<file path="src/shared/scrg_map.vh">
// register offsets, field positions and constants of the serial clock rate generator
`ifndef SCRG_MAP_VH
`define SCRG_MAP_VH
`define SCRG_OFF_CLOCK_MODE 8'h00
`define SCRG_OFF_HW_CONFIG 8'h04
`define SCRG_OFF_TC_ZERO 8'h08
`define SCRG_OFF_TC_ONE 8'h0C
`define SCRG_OFF_STATUS 8'h10
`define SCRG_OFF_COMMAND 8'h14
`define SCRG_OFF_IRQ_CTRL 8'h18
`define SCRG_CM_PSB_SRC 15:14
`define SCRG_CM_PSA_SRC 13:12
`define SCRG_CM_RDB_SRC 11:10
`define SCRG_CM_RDA_SRC 9:8
`define SCRG_CM_TX_SRC 5:3
`define SCRG_CM_RX_SRC 2:0
`define SCRG_HC_PSA_DIV 15:14
`define SCRG_HC_PSB_DSEL 13
`define SCRG_HC_PLL_DIV 11:10
`define SCRG_HC_RDB_ONE_SHOT 5
`define SCRG_HC_RDB_RUN 4
`define SCRG_HC_RDA_ONE_SHOT 1
`define SCRG_HC_RDA_RUN 0
`define SCRG_ST_ZERO_A 1
`define SCRG_ST_ZERO_B 0
`define SCRG_CMD_FIELD 15:11
`define SCRG_CMD_SKIP 5
`define SCRG_CMD_LOAD_A 5'h08
`define SCRG_CMD_LOAD_B 5'h09
`define SCRG_CMD_LOAD_AB 5'h0A
`define SCRG_IC_SEL_A 0
`define SCRG_IC_SEL_B 1
`define SCRG_IC_ARM_A 2
`define SCRG_IC_ARM_B 3
`define SCRG_IC_MISCELLANEOUS_IRQ_ENABLE 4
`define SCRG_IC_MASTER_IE 5
`define SCRG_IC_ASYNC_MUL 7:6
`define SCRG_RESP_OKAY 2'h0
`define SCRG_RESP_SLVERR 2'h2
`endif

</file>
<file path="src/core/scrg_rate_gen.v">
// serial clock prescalers, rate dividers, clock selection and register slave
//
// The AXI4-Lite register port and the register offsets were left to the implementer.
`timescale 1ns/1ns
`default_nettype none
`include "scrg_map.vh"
module scrg_rate_gen #(
    parameter CW = 16
) (
    input wire aclk,
    input wire aresetn,
    input wire [7:0] s_axi_awaddr,
    input wire s_axi_awvalid,
    output wire s_axi_awready,
    input wire [31:0] s_axi_wdata,
    input wire [3:0] s_axi_wstrb,
    input wire s_axi_wvalid,
    output wire s_axi_wready,
    output reg [1:0] s_axi_bresp,
    output reg s_axi_bvalid,
    input wire s_axi_bready,
    input wire [7:0] s_axi_araddr,
    input wire s_axi_arvalid,
    output wire s_axi_arready,
    output reg [31:0] s_axi_rdata,
    output reg [1:0] s_axi_rresp,
    output reg s_axi_rvalid,
    input wire s_axi_rready,
    input wire receive_clock_pin,
    input wire transmit_clock_pin,
    input wire port_pin_a,
    input wire port_pin_b,
    input wire pll_receive_clock,
    input wire pll_transmit_clock,
    input wire [2:0] receive_pin_drive_sel,
    input wire [2:0] transmit_pin_drive_sel,
    input wire [1:0] pll_reference_sel,
    output reg receive_bit_clock,
    output reg transmit_bit_clock,
    output reg pll_reference,
    output reg receive_clock_pin_out,
    output reg receive_clock_pin_oe,
    output reg transmit_clock_pin_out,
    output reg transmit_clock_pin_oe,
    output reg rx_sample_en,
    output reg tx_shift_en,
    output reg rx_bit_tick,
    output reg tx_bit_tick,
    output reg zero_irq
);
    // =====================================================================
    // register bus slave
    // =====================================================================
    reg [15:0] clock_mode_control_q;
    reg [15:0] hardware_configuration_q;
    reg [15:0] time_constant_zero_q;
    reg [15:0] time_constant_one_q;
    reg [15:0] capture_a_q;
    reg [15:0] capture_b_q;
    reg [7:0] irq_ctrl_q;
    reg prescaler_skip_q;
    reg [1:0] zero_flag_q;
    reg [7:0] waddr_q;
    reg [31:0] wdata_q;
    reg [3:0] wstrb_q;
    reg aw_have_q;
    reg w_have_q;
    reg [15:0] count_a_q;
    reg [15:0] count_b_q;
    wire do_write = aw_have_q && w_have_q && !s_axi_bvalid;
    wire wr_lo = wstrb_q[0];
    wire wr_hi = wstrb_q[1];
    wire [15:0] wd = wdata_q[15:0];
    wire [4:0] cmd = wd[`SCRG_CMD_FIELD];
    wire cmd_wr = do_write && waddr_q == `SCRG_OFF_COMMAND && wr_hi;
    wire load_a = cmd_wr && (cmd == `SCRG_CMD_LOAD_A || cmd == `SCRG_CMD_LOAD_AB);
    wire load_b = cmd_wr && (cmd == `SCRG_CMD_LOAD_B || cmd == `SCRG_CMD_LOAD_AB);
    wire ic_wr = do_write && waddr_q == `SCRG_OFF_IRQ_CTRL && wr_lo;

    assign s_axi_awready = !aw_have_q;
    assign s_axi_wready = !w_have_q;
    assign s_axi_arready = !s_axi_rvalid;

    function [15:0] merge;
        input [15:0] old;
        input [15:0] nw;
        input lo;
        input hi;
        begin
            merge = {hi ? nw[15:8] : old[15:8], lo ? nw[7:0] : old[7:0]};
        end
    endfunction

    function mapped;
        input [7:0] a;
        begin
            mapped = a == `SCRG_OFF_CLOCK_MODE || a == `SCRG_OFF_HW_CONFIG ||
                a == `SCRG_OFF_TC_ZERO || a == `SCRG_OFF_TC_ONE ||
                a == `SCRG_OFF_STATUS || a == `SCRG_OFF_COMMAND ||
                a == `SCRG_OFF_IRQ_CTRL;
        end
    endfunction

    always @(posedge aclk) begin
        if (!aresetn) begin
            aw_have_q <= 1'b0;
            w_have_q <= 1'b0;
            waddr_q <= 8'h00;
            wdata_q <= 32'h00000000;
            wstrb_q <= 4'h0;
            s_axi_bvalid <= 1'b0;
            s_axi_bresp <= `SCRG_RESP_OKAY;
            clock_mode_control_q <= 16'h0000;
            hardware_configuration_q <= 16'h0000;
            time_constant_zero_q <= 16'h0000;
            time_constant_one_q <= 16'h0000;
            irq_ctrl_q <= 8'h00;
            prescaler_skip_q <= 1'b0;
        end else begin
            if (s_axi_awvalid && s_axi_awready) begin
                aw_have_q <= 1'b1;
                waddr_q <= {s_axi_awaddr[7:2], 2'b00};
            end
            if (s_axi_wvalid && s_axi_wready) begin
                w_have_q <= 1'b1;
                wdata_q <= s_axi_wdata;
                wstrb_q <= s_axi_wstrb;
            end
            if (s_axi_bvalid && s_axi_bready) begin
                s_axi_bvalid <= 1'b0;
            end
            if (do_write) begin
                aw_have_q <= 1'b0;
                w_have_q <= 1'b0;
                s_axi_bvalid <= 1'b1;
                s_axi_bresp <= mapped(waddr_q) ? `SCRG_RESP_OKAY : `SCRG_RESP_SLVERR;
                case (waddr_q)
                    `SCRG_OFF_CLOCK_MODE: begin
                        clock_mode_control_q <= merge(clock_mode_control_q, wd, wr_lo, wr_hi);
                    end
                    `SCRG_OFF_HW_CONFIG: begin
                        hardware_configuration_q <=
                            merge(hardware_configuration_q, wd, wr_lo, wr_hi);
                    end
                    `SCRG_OFF_TC_ZERO: begin
                        time_constant_zero_q <= merge(time_constant_zero_q, wd, wr_lo, wr_hi);
                    end
                    `SCRG_OFF_TC_ONE: begin
                        time_constant_one_q <= merge(time_constant_one_q, wd, wr_lo, wr_hi);
                    end
                    `SCRG_OFF_COMMAND: begin
                        if (wr_lo) begin
                            prescaler_skip_q <= wd[`SCRG_CMD_SKIP];
                        end
                    end
                    `SCRG_OFF_IRQ_CTRL: begin
                        if (wr_lo) begin
                            irq_ctrl_q <= wd[7:0];
                        end
                    end
                    default: begin
                    end
                endcase
            end
        end
    end

    // read-select capture: writing a one latches the live count
    always @(posedge aclk) begin
        if (!aresetn) begin
            capture_a_q <= 16'h0000;
            capture_b_q <= 16'h0000;
        end else begin
            if (ic_wr && wd[`SCRG_IC_SEL_A]) begin
                capture_a_q <= count_a_q;
            end
            if (ic_wr && wd[`SCRG_IC_SEL_B]) begin
                capture_b_q <= count_b_q;
            end
        end
    end

    reg [15:0] rd_val;
    always @* begin
        case ({s_axi_araddr[7:2], 2'b00})
            `SCRG_OFF_CLOCK_MODE: rd_val = clock_mode_control_q;
            `SCRG_OFF_HW_CONFIG: rd_val = hardware_configuration_q;
            `SCRG_OFF_TC_ZERO: rd_val = irq_ctrl_q[`SCRG_IC_SEL_A] ? capture_a_q :
                time_constant_zero_q;
            `SCRG_OFF_TC_ONE: rd_val = irq_ctrl_q[`SCRG_IC_SEL_B] ? capture_b_q :
                time_constant_one_q;
            `SCRG_OFF_STATUS: rd_val = {14'h0000, zero_flag_q};
            `SCRG_OFF_COMMAND: rd_val = {10'h000, prescaler_skip_q, 5'h00};
            `SCRG_OFF_IRQ_CTRL: rd_val = {8'h00, irq_ctrl_q};
            default: rd_val = 16'h0000;
        endcase
    end

    always @(posedge aclk) begin
        if (!aresetn) begin
            s_axi_rvalid <= 1'b0;
            s_axi_rdata <= 32'h00000000;
            s_axi_rresp <= `SCRG_RESP_OKAY;
        end else if (s_axi_arvalid && s_axi_arready) begin
            s_axi_rvalid <= 1'b1;
            s_axi_rdata <= {16'h0000, rd_val};
            s_axi_rresp <= mapped({s_axi_araddr[7:2], 2'b00}) ? `SCRG_RESP_OKAY :
                `SCRG_RESP_SLVERR;
        end else if (s_axi_rvalid && s_axi_rready) begin
            s_axi_rvalid <= 1'b0;
        end
    end

    // =====================================================================
    // prescalers: edge detect of sampled clock inputs, 5-bit dividers
    // =====================================================================
    reg [3:0] pin_prev_q;
    wire [3:0] pin_now = {port_pin_b, port_pin_a, transmit_clock_pin, receive_clock_pin};
    wire [3:0] pin_rise = pin_now & ~pin_prev_q;
    wire [1:0] prescaler_a_source = clock_mode_control_q[`SCRG_CM_PSA_SRC];
    wire [1:0] prescaler_b_source = clock_mode_control_q[`SCRG_CM_PSB_SRC];
    wire [1:0] prescaler_a_divide = hardware_configuration_q[`SCRG_HC_PSA_DIV];
    wire prescaler_b_divide_select = hardware_configuration_q[`SCRG_HC_PSB_DSEL];
    wire [1:0] pll_divide = hardware_configuration_q[`SCRG_HC_PLL_DIV];
    wire [1:0] psb_div = prescaler_b_divide_select ? pll_divide : prescaler_a_divide;
    wire [1:0] ps_src [0:1];
    wire [1:0] ps_div [0:1];
    wire [1:0] ps_port_lvl = {port_pin_b, port_pin_a};
    wire [1:0] ps_port_rise = pin_rise[3:2];
    wire [1:0] ps_out;
    wire [1:0] ps_rise;
    assign ps_src[0] = prescaler_a_source;
    assign ps_src[1] = prescaler_b_source;
    assign ps_div[0] = prescaler_a_divide;
    assign ps_div[1] = psb_div;

    genvar g;
    generate
        for (g = 0; g < 2; g = g + 1) begin : g_pre
            reg [4:0] cnt_q;
            reg tick;
            reg [4:0] top;
            always @* begin
                case (ps_src[g])
                    2'b01: tick = ps_port_rise[g];
                    2'b10: tick = pin_rise[0];
                    2'b11: tick = pin_rise[1];
                    default: tick = 1'b0;
                endcase
                case (ps_div[g])
                    2'b00: top = 5'h1F;
                    2'b01: top = 5'h0F;
                    2'b10: top = 5'h07;
                    default: top = 5'h03;
                endcase
            end
            always @(posedge aclk) begin
                if (!aresetn) begin
                    cnt_q <= 5'h00;
                end else if (ps_src[g] == 2'b00) begin
                    cnt_q <= 5'h00;
                end else if (tick) begin
                    cnt_q <= (cnt_q >= top) ? 5'h00 : cnt_q + 5'h01;
                end
            end
            wire half = (ps_div[g] == 2'b00) ? cnt_q[4] : (ps_div[g] == 2'b01) ? cnt_q[3] :
                (ps_div[g] == 2'b10) ? cnt_q[2] : cnt_q[1];
            assign ps_out[g] = prescaler_skip_q ? ps_port_lvl[g] : half;
            assign ps_rise[g] = prescaler_skip_q ? ps_port_rise[g] :
                (tick && cnt_q == top);
        end
    endgenerate

    // =====================================================================
    // rate dividers: 16-bit reloadable down counters, divide by N+1
    // =====================================================================
    wire [1:0] rate_divider_a_source = clock_mode_control_q[`SCRG_CM_RDA_SRC];
    wire [1:0] rate_divider_b_source = clock_mode_control_q[`SCRG_CM_RDB_SRC];
    wire [1:0] rd_src [0:1];
    wire [1:0] rd_run;
    wire [1:0] rd_one_shot;
    wire [1:0] rd_load;
    wire [15:0] rd_tc [0:1];
    wire [1:0] rd_zero;
    wire [1:0] rd_out;
    assign rd_src[0] = rate_divider_a_source;
    assign rd_src[1] = rate_divider_b_source;
    assign rd_run = {hardware_configuration_q[`SCRG_HC_RDB_RUN],
        hardware_configuration_q[`SCRG_HC_RDA_RUN]};
    assign rd_one_shot = {hardware_configuration_q[`SCRG_HC_RDB_ONE_SHOT],
        hardware_configuration_q[`SCRG_HC_RDA_ONE_SHOT]};
    assign rd_load = {load_b, load_a};
    assign rd_tc[0] = time_constant_zero_q;
    assign rd_tc[1] = time_constant_one_q;

    generate
        for (g = 0; g < 2; g = g + 1) begin : g_rate
            reg [CW-1:0] cnt_q;
            reg stopped_q;
            reg out_q;
            reg in_tick;
            always @* begin
                case (rd_src[g])
                    2'b00: in_tick = ps_rise[0];
                    2'b01: in_tick = ps_rise[1];
                    2'b10: in_tick = pin_rise[0];
                    default: in_tick = pin_rise[1];
                endcase
            end
            wire step = in_tick && rd_run[g] && !stopped_q;
            wire hit = step && cnt_q == {CW{1'b0}};
            always @(posedge aclk) begin
                if (!aresetn) begin
                    cnt_q <= {CW{1'b0}};
                    stopped_q <= 1'b0;
                    out_q <= 1'b0;
                end else if (rd_load[g]) begin
                    cnt_q <= rd_tc[g][CW-1:0];
                    stopped_q <= 1'b0;
                end else if (hit) begin
                    // periodic: one input period high per N+1 input periods; one-shot: stays high once stopped
                    out_q <= 1'b1;
                    if (rd_one_shot[g]) begin
                        stopped_q <= 1'b1;
                    end else begin
                        cnt_q <= rd_tc[g][CW-1:0];
                    end
                end else if (step) begin
                    out_q <= 1'b0;
                    cnt_q <= cnt_q - {{(CW-1){1'b0}}, 1'b1};
                end
            end
            // zero constant with the run bit set passes the input straight through
            assign rd_out[g] = (rd_tc[g] == 16'h0000 && rd_run[g]) ?
                (rd_src[g][1] ? pin_now[rd_src[g][0]] : ps_out[rd_src[g][0]]) : out_q;
            assign rd_zero[g] = hit;
        end
    endgenerate

    always @* begin
        count_a_q = g_rate[0].cnt_q;
        count_b_q = g_rate[1].cnt_q;
    end

    // sticky zero flags: set wins over write-one clear
    always @(posedge aclk) begin
        if (!aresetn) begin
            zero_flag_q <= 2'b00;
        end else begin
            zero_flag_q <= (zero_flag_q & ~((do_write && waddr_q == `SCRG_OFF_STATUS &&
                wr_lo) ? wd[1:0] : 2'b00)) | {rd_zero[0], rd_zero[1]};
        end
    end

    always @(posedge aclk) begin
        if (!aresetn) begin
            zero_irq <= 1'b0;
        end else begin
            zero_irq <= irq_ctrl_q[`SCRG_IC_MASTER_IE] && irq_ctrl_q[`SCRG_IC_MISCELLANEOUS_IRQ_ENABLE] &&
                ((zero_flag_q[`SCRG_ST_ZERO_A] && irq_ctrl_q[`SCRG_IC_ARM_A]) ||
                (zero_flag_q[`SCRG_ST_ZERO_B] && irq_ctrl_q[`SCRG_IC_ARM_B]));
        end
    end

    // =====================================================================
    // clock selection and bit timing enables
    // =====================================================================
    function sel8;
        input [2:0] s;
        input rp;
        input tp;
        input pl;
        input ra;
        input rb;
        input pa;
        input pb;
        begin
            case (s)
                3'h0: sel8 = 1'b0;
                3'h1: sel8 = rp;
                3'h2: sel8 = tp;
                3'h3: sel8 = pl;
                3'h4: sel8 = ra;
                3'h5: sel8 = rb;
                3'h6: sel8 = pa;
                default: sel8 = pb;
            endcase
        end
    endfunction

    reg rx_prev_q;
    reg tx_prev_q;
    reg [5:0] rx_div_q;
    reg [5:0] tx_div_q;
    wire [1:0] async_mul = irq_ctrl_q[`SCRG_IC_ASYNC_MUL];
    wire [5:0] mul_top = (async_mul == 2'b00) ? 6'h0F : (async_mul == 2'b01) ? 6'h1F :
        (async_mul == 2'b10) ? 6'h3F : 6'h00;
    wire rx_sel = sel8(clock_mode_control_q[`SCRG_CM_RX_SRC], receive_clock_pin,
        transmit_clock_pin, pll_receive_clock, rd_out[0], rd_out[1], ps_out[0], ps_out[1]);
    wire tx_sel = sel8(clock_mode_control_q[`SCRG_CM_TX_SRC], receive_clock_pin,
        transmit_clock_pin, pll_transmit_clock, rd_out[0], rd_out[1], ps_out[0], ps_out[1]);

    always @(posedge aclk) begin
        if (!aresetn) begin
            pin_prev_q <= 4'h0;
            rx_prev_q <= 1'b0;
            tx_prev_q <= 1'b0;
            rx_div_q <= 6'h00;
            tx_div_q <= 6'h00;
            receive_bit_clock <= 1'b0;
            transmit_bit_clock <= 1'b0;
            pll_reference <= 1'b0;
            receive_clock_pin_out <= 1'b0;
            receive_clock_pin_oe <= 1'b0;
            transmit_clock_pin_out <= 1'b0;
            transmit_clock_pin_oe <= 1'b0;
            rx_sample_en <= 1'b0;
            tx_shift_en <= 1'b0;
            rx_bit_tick <= 1'b0;
            tx_bit_tick <= 1'b0;
        end else begin
            pin_prev_q <= pin_now;
            rx_prev_q <= rx_sel;
            tx_prev_q <= tx_sel;
            receive_bit_clock <= rx_sel;
            transmit_bit_clock <= tx_sel;
            pll_reference <= sel8({1'b0, pll_reference_sel} + 3'h4, 1'b0, 1'b0, 1'b0,
                rd_out[0], rd_out[1], receive_clock_pin, transmit_clock_pin);
            receive_clock_pin_oe <= receive_pin_drive_sel != 3'h0;
            receive_clock_pin_out <= sel8(receive_pin_drive_sel, 1'b0, 1'b0,
                pll_receive_clock, rd_out[0], rd_out[1], ps_out[0], ps_out[1]);
            transmit_clock_pin_oe <= transmit_pin_drive_sel != 3'h0;
            transmit_clock_pin_out <= sel8(transmit_pin_drive_sel, 1'b0, 1'b0,
                pll_transmit_clock, rd_out[0], rd_out[1], ps_out[0], ps_out[1]);
            rx_sample_en <= rx_sel && !rx_prev_q;
            tx_shift_en <= !tx_sel && tx_prev_q;
            rx_bit_tick <= rx_sel != rx_prev_q;
            tx_bit_tick <= tx_sel != tx_prev_q;
            if (rx_sel && !rx_prev_q) begin
                rx_div_q <= (rx_div_q >= mul_top) ? 6'h00 : rx_div_q + 6'h01;
            end
            if (!tx_sel && tx_prev_q) begin
                tx_div_q <= (tx_div_q >= mul_top) ? 6'h00 : tx_div_q + 6'h01;
            end
        end
    end
endmodule
`default_nettype wire

</file>
<file path="config.mk">
export PLATFORM = sky130hd
export DESIGN_NAME = scrg_rate_gen
export DESIGN_NICKNAME = d
export VERILOG_FILES = /design/src/core/scrg_rate_gen.v
export VERILOG_INCLUDE_DIRS = /design/src /design/src/shared
export SDC_FILE = /design/constraint.sdc
export NUM_CORES = 1
export LEC_CHECK = 0
export BUFFER_PORTS_ARGS = -buffer_cell sky130_fd_sc_hd__buf_4
export CORE_ASPECT_RATIO = 0.5
export CORE_MARGIN = 3
export CORE_UTILIZATION = 40
export CTS_CLUSTER_DIAMETER = 60
export DETAILED_ROUTE_END_ITERATION = 10
export MAX_ROUTING_LAYER = met4
export PLACE_DENSITY_LB_ADDON = 0.15
export REMOVE_ABC_BUFFERS = 1
export SYNTH_ARGS = -nofsm -noshare
export SYNTH_HDL_FRONTEND = slang
export SYNTH_SLANG_ARGS = --single-unit
</file>
<file path="constraint.sdc">
create_clock -name aclk -period 5.38 [get_ports aclk]
set_clock_uncertainty 0.2 [all_clocks]
set_input_delay 1.076 -clock aclk [delete_from_list [all_inputs] [get_ports aclk]]
set_output_delay 1.076 -clock aclk [all_outputs]
set_load 0.01 [all_outputs]
</file>
==> results of run 1 <==
==> stage by stage <==
stage | instance area, um^2 | utilization (%) | std cells | setup WS [ps] | power, mW
floorplan | 10100 | - | 1223 | 823 | 1.75
global placement | 11300 | 44.2 | 1666 | 1360 | 1.86
detailed placement | 11300 | 44.2 | 1666 | 1330 | 1.87
CTS | 12000 | 46.9 | 1702 | 1570 | 3.38
global route | 12000 | 46.9 | 1702 | 1120 | 3.47
finish | 12000 | 46.9 | 1702 | 1510 | 3.36
==> cell families after synthesis <==
group	count (synthesis)	synth area share, %
XOR/XNOR	9	0.752
AO/OA/AOI/OAI	375	21.5
AND/OR/NAND/NOR	493	22.4
other	1	0.0358
flip-flops	215	41.1
buffers and inverters	127	5.35
multiplexers	74	7.42
adder cells (fa/ha/maj)	12	1.43
==> routing by layer <==
metal | share of wire, % | global-route usage [%] | up-vias
li1 | - | - | 4739
met1 | 48 | 34.9 | 4821
met2 | 43 | 36.5 | 371
met3 | 7.9 | 4.26 | 41
met4 | 1.4 | 4.24 | 0
met5 | 0 | - | -
==> cells in the mapped netlist, drive strengths merged (7+ instances only) <==
library cell	instances	share of area, %
and2	9	0.54
a211oi	7	0.55
nand3	63	3.0
nor4	11	0.72
nand3b	7	0.50
mux2	19	2.0
nor2b	10	0.60
buf	34	2.0
nor3	38	2.0
or3	10	0.60
mux2i	54	5.2
inv	27	0.97
o211ai	7	0.50
a22oi	19	1.4
ha	12	1.4
or2	7	0.42
nand2	173	6.2
nand2b	9	0.54
o21ai	91	4.4
clkbuf	66	2.4
nor2	118	4.3
a31oi	22	1.3
a21oi	162	7.8
dfxtp	215	41
==> report_power, final <==
| part | switching, mW | internal [mW] |
|---|---|---|
| Combinational | 0.114 | 0.0709 |
| Sequential | 0.0331 | 1.62 |
| Clock | 0.640 | 0.882 |
| Total | 0.788 | 2.57 |
==> sequential cells by signal, summed over array words and instances (netlist names), 4 cells and up <==
register / cells
s_axi_rdata: 16
count_a_q: 16
wdata_q: 16
hardware_configuration_q: 16
capture_b_q: 16
pin_prev_q: 4
g_pre.cnt_q: 10
capture_a_q: 16
count_b_q: 16
waddr_q: 6
irq_ctrl_q: 8
clock_mode_control_q: 16
time_constant_one_q: 16
time_constant_zero_q: 16
==> worst max-delay path, cell delays in order, from the launching register on <==
cell and delay [ps]:
dfxtp_1 400, mux2i_1 540, nand2_1 150, ha_1 320
nand3_1 100, nor2_1 70, a211oi_1 890, or3b_4 410
o21ai_2 170, a221oi_1 350, a21oi_1 100
==> layout make-up <==
type                       count  area [um^2]
timing repair buffer          99          756
fill                        2526        13500
tap                          344          430
clock buffer                  34          657
clock inverter                 2         35.0
multi-input combinational    981         5680
sequential                   215         4300
inverter                      27          104
==> worst min-delay path by stage <==
stage                                      start                            to  slack, ps  cells after the start
finish               capture_a_q[6]$_SDFFE_PN0P_   capture_a_q[6]$_SDFFE_PN0P_        250                      2
global route        capture_a_q[12]$_SDFFE_PN0P_  capture_a_q[12]$_SDFFE_PN0P_        280                      2
CTS                  capture_b_q[3]$_SDFFE_PN0P_   capture_b_q[3]$_SDFFE_PN0P_        260                      2
detailed placement   capture_b_q[3]$_SDFFE_PN0P_   capture_b_q[3]$_SDFFE_PN0P_        250                      2
global placement     capture_a_q[1]$_SDFFE_PN0P_   capture_a_q[1]$_SDFFE_PN0P_        240                      2
floorplan           g_rate[0].out_q$_SDFFE_PN0P_  g_rate[0].out_q$_SDFFE_PN0P_        230                      2
==> results.sh, run 1 <==
export IMPL_ys_flop_type="dfxtp_1"
export IMPL_synth_edf_count=0
export IMPL_start_util_pct=41.1
export IMPL_pin_count=126
export IMPL_cts_buffers=22
export IMPL_period_minus_slack_ps=3870
export IMPL_crit_type="flip-flop to flip-flop"
export IMPL_cp_max_fo=12
export IMPL_crit_path_end="count_a_q[5]$_SDFFE_PN0P_"
export IMPL_synthCells=1306
export IMPL_post_cts_setup_buffer_count=0
export IMPL_grt_pass1_wl_um=53400
export IMPL_cp_required_ps=5540
export IMPL_power_density_nw_per_um2=280
export IMPL_port_buffers=85
export IMPL_ys_ff_latch=215
export IMPL_antenna_found_initial=0
export IMPL_crit_arrival_ps=4030
export IMPL_rsz0062_at_grt="false"
export IMPL_clk_latency_ps=520
export IMPL_cts_sinks=215
export IMPL_worst_slew_pin_slew_ps=1190
export IMPL_ir_drop_mv=0.190
export IMPL_reg2reg_from="hardware_configuration_q[13]$_SDFFE_PN0P_"
export IMPL_core_rowCount=41
export IMPL_crit_path_end_kind="flip-flop"
export IMPL_ys_warn_count=0
export IMPL_dieArea_um2=28300
export IMPL_place_gp_congestion=0.900
export IMPL_cts_tree="built"
export IMPL_r2r_end="count_a_q[5]$_SDFFE_PN0P_"
export IMPL_final_common_cell="dfxtp_1"
export IMPL_cts_root_buf="clkbuf_16"
export IMPL_finalHoldViolCount=0
export IMPL_grt_overflow=0
export IMPL_layout_nets=1431
export IMPL_ys_types=78
export IMPL_cts_resized=0
export IMPL_cts_hold_buffers=0
export IMPL_via_count=9972
export IMPL_die_w_um=235
export IMPL_fin_crit_sh_pct=72.0
export IMPL_drv_cap=0
export IMPL_mostFrequentLayoutCells="dfxtp_1, nand2_1, a21oi_1, nor2_1, buf_4"
export IMPL_finalMaxSlewViolations=0
export IMPL_status="finished, final reports clean"
export IMPL_area_delta_synth_final_pct=14.3
export IMPL_via_per_inst=5.86
export IMPL_drt_antenna_violating_nets=0
export IMPL_startpoint_type="flip-flop"
export IMPL_reg2reg_setup_slack_ps=1510
export IMPL_track_usage_pct=24.4
export IMPL_diodes=0
export IMPL_reg2regPathDepth=10
export IMPL_avgRoutedWirePerCell_um=20.2
export IMPL_drtIter0Drc=1030
export IMPL_synth_seq_area_share_pct=41.1
export IMPL_netlist_area_um2=10500
export IMPL_final_layout_size_suffix_gt1_share_pct=12.8
export IMPL_first_pass_iters=5
export IMPL_clkTransAtPathRegs_ps=70
export IMPL_grt_max_degree=96
export IMPL_die_height_um=120
export IMPL_wirelength_um=34400
export IMPL_whs_ps=255
export IMPL_syn_avg_cell_area_um2=8.02
export IMPL_clock_fmax_ghz=0.258
export IMPL_setup_viol=0
export IMPL_drc=0
export IMPL_htree_levels=1
export IMPL_power_leakage_nw=4.39
export IMPL_post_dp_hpwl_um=24200
export IMPL_synth_async_sr_flop_share_pct=0
export IMPL_cts_buffer_depth=3
export IMPL_setup_worst_path_start="hardware_configuration_q[13]$_SDFFE_PN0P_"
export IMPL_hp_class="flip-flop to flip-flop"
export IMPL_fin_setup_tns_ps=0
export IMPL_slew_headroom_pct=20.1
export IMPL_first_global_vias=9227
export IMPL_core_area_um2=25500
No activity file was read; power rests on OpenSTA's default activity.
==> inputs of run 2 (changes only) <==
==> constraint.sdc (replaced) <==
create_clock -name aclk -period 3.5 [get_ports aclk]
set_clock_uncertainty 0.2 [all_clocks]
set_input_delay 0.7 -clock aclk [delete_from_list [all_inputs] [get_ports aclk]]
set_output_delay 0.7 -clock aclk [all_outputs]
set_load 0.01 [all_outputs]
==> run 2 against run 1 <==
  * Global-route usage about the same
  * Total power increased by 51%
  * Critical endpoint is now count_a_q[6]$_SDFFE_PN0P_
  * Clock power increased by 48%
  * Utilization increased by 0.87 points
  * Sequential power increased by 53%
  * Sequential share of layout area decreased by 0.65 points
==> results.sh, run 2 (same netlist as run 1, synthesis figures left out) <==
export IMPL_post_dp_hpwl_um=25100
export IMPL_reg2regPathDepth=11
export IMPL_cts_sinks=215
export IMPL_clock_fmax_ghz=0.298
export IMPL_post_dp_cell_area_um2=11500
export IMPL_finalMaxSlewViolations=0
export IMPL_dr_wl_met3_um=2670
export IMPL_dr_max_layer_used="met4"
export IMPL_startpoint_type="flip-flop"
export IMPL_p_comb_share_pct=5.8
export IMPL_dieArea_um2=28300
export IMPL_clk_latency_ps=530
export IMPL_mostFrequentLayoutCells="dfxtp_1, nand2_1, a21oi_1, buf_4, nor2_1"
export IMPL_wl_met2_um=14900
export IMPL_dp_cells=1699
export IMPL_cts_root_buf="clkbuf_16"
export IMPL_via_count=10000
export IMPL_drtIter0Drc=1081
export IMPL_drc=0
export IMPL_finalHoldViolCount=0
export IMPL_via_per_inst=5.78
export IMPL_cp_required_ps=3700
export IMPL_first_global_vias=9212
export IMPL_stdcell_area_um2=12200
export IMPL_worst_slew_pin_slew_ps=814
export IMPL_first_pass_iters=5
export IMPL_antenna_found_initial=0
export IMPL_cts_buffer_depth=3
export IMPL_cts_hold_buffers=0
export IMPL_hp_class="input port to flip-flop"
export IMPL_period_minus_slack_ps=3350
export IMPL_die_height_um=120
export IMPL_min_delay_start="s_axi_rready"
export IMPL_core_rowCount=41
export IMPL_post_cts_setup_buffer_count=0
export IMPL_crit_type="flip-flop to flip-flop"
export IMPL_wl_met1_um=16600
export IMPL_power_leakage_nw=4.54
export IMPL_area_delta_synth_final_pct=16.4
export IMPL_status="finished, final reports clean"
export IMPL_place_gp_congestion=0.903
export IMPL_ir_drop_mv=0.310
export IMPL_drt_antenna_violating_nets=0
export IMPL_grt_overflow=0
export IMPL_seqPwrFrac_pct=49.9
export IMPL_reg2reg_from="hardware_configuration_q[15]$_SDFFE_PN0P_"
export IMPL_sw_frac_of_total_pct=24.4
export IMPL_avgRoutedWirePerCell_um=20.1
export IMPL_clkTransAtPathRegs_ps=70
export IMPL_port_buffers=85
export IMPL_track_usage_pct=24.3
export IMPL_cts_buffers=22
export IMPL_die_w_um=235
export IMPL_power_density_nw_per_um2=416
export IMPL_pin_count=126
export IMPL_layout_nets=1464
export IMPL_r2r_end="count_a_q[6]$_SDFFE_PN0P_"
export IMPL_fill_cells=2553
export IMPL_grt_pass1_wl_um=53000
export IMPL_core_area_um2=25500
export IMPL_wirelength_um=34800
export IMPL_final_layout_size_suffix_gt1_share_pct=15.2
export IMPL_crit_arrival_ps=3550
export IMPL_fin_crit_sh_pct=95.8
export IMPL_rsz0062_at_grt="false"
export IMPL_slew_headroom_pct=45.2
export IMPL_internal_power_mw=3.84
export IMPL_setup_worst_path_start="hardware_configuration_q[15]$_SDFFE_PN0P_"
export IMPL_reg2reg_setup_slack_ps=150
export IMPL_cts_tree="built"
export IMPL_drv_cap=0
export IMPL_crit_path_end_kind="flip-flop"
export IMPL_start_util_pct=41.1
export IMPL_min_to="s_axi_rvalid$_SDFFE_PN0P_"
export IMPL_p_switching_mw=1.24
export IMPL_hold_path_depth=2
export IMPL_layoutNonFillerInstCount=1735
export IMPL_htree_levels=1
export IMPL_cp_max_fo=8
export IMPL_setup_viol=0
export IMPL_grt_max_degree=122
export IMPL_final_common_cell="dfxtp_1"
export IMPL_diodes=0
export IMPL_p_clk_share_pct=44.3
run 2: cell type report:
cell class                      instances  area, um^2  area share (%)
Timing Repair Buffer                  132        1000            8.23
Sequential cell                       215        4300            35.3
Multi-Input combinational cell        981        5690            46.7
Clock buffer                           29         618            5.07
Tap cell                              344         430            3.53
Inverter                               27         104           0.852
Clock inverter                          7        40.0           0.328
run 2: per-layer routing:
layer / GRT usage, % / vias to the layer above
met1: 34.6 / 4836
met4: 4.92 / 0
li1: - / 4797
met2: 36.4 / 343
met5: - / -
met3: 4.38 / 52
run 2: worst max-delay path by stage:
stage / end / slack [ps] / cells after the start
final: count_a_q[6]$_SDFFE_PN0P_ / 150 / 11
after detailed placement: count_a_q[6]$_SDFFE_PN0P_ / 140 / 12
after global placement: count_a_q[6]$_SDFFE_PN0P_ / 220 / 12
after global routing: count_a_q[6]$_SDFFE_PN0P_ / 10 / 12
after floorplan: count_b_q[4]$_SDFFE_PN0P_ / -680 / 4
after CTS: count_a_q[6]$_SDFFE_PN0P_ / 110 / 12
run 2: power by group through the flow:
stage | registers, mW | logic, mW | clock network, mW
3_3_place_gp | 2.59 | 0.288 | 0
2_1_floorplan | 2.58 | 0.117 | 0
6_report | 2.53 | 0.294 | 2.25
3_5_place_dp | 2.59 | 0.293 | 0
5_1_grt | 2.53 | 0.320 | 2.38
4_1_cts | 2.53 | 0.293 | 2.29
run 2: critical path, cell delays in order, from the launching register on:
cell      delay [ps]
dfxtp_1          410
or2_2            320
ha_1             310
nand4b_1         110
a311oi_1         430
o41ai_1          130
buf_4            190
or3b_4           420
buf_4            180
o311a_1          290
a221oi_2         180
nor2_1            60
run 2: repair_timing:
action / in CTS / in global routing
endpoints found under the setup margin: 0 / 9
gates resized for setup: 0 / 2
endpoints found under the hold margin: 0 / 0
run 2: metrics by stage:
step / setup slack [ps] / TNS [ps] / power, mW / hold WS (ps) / utilization, %
global route: 14.1 / 0 / 5.24 / 157 / 47.8
detailed placement: 142 / 0 / 2.88 / 243 / 45.2
finish: 147 / 0 / 5.08 / 156 / 47.8
CTS: 111 / 0 / 5.11 / 144 / 47.8
floorplan: -681 / -17700 / 2.69 / 232 / -
global placement: 224 / 0 / 2.87 / 242 / 45.2
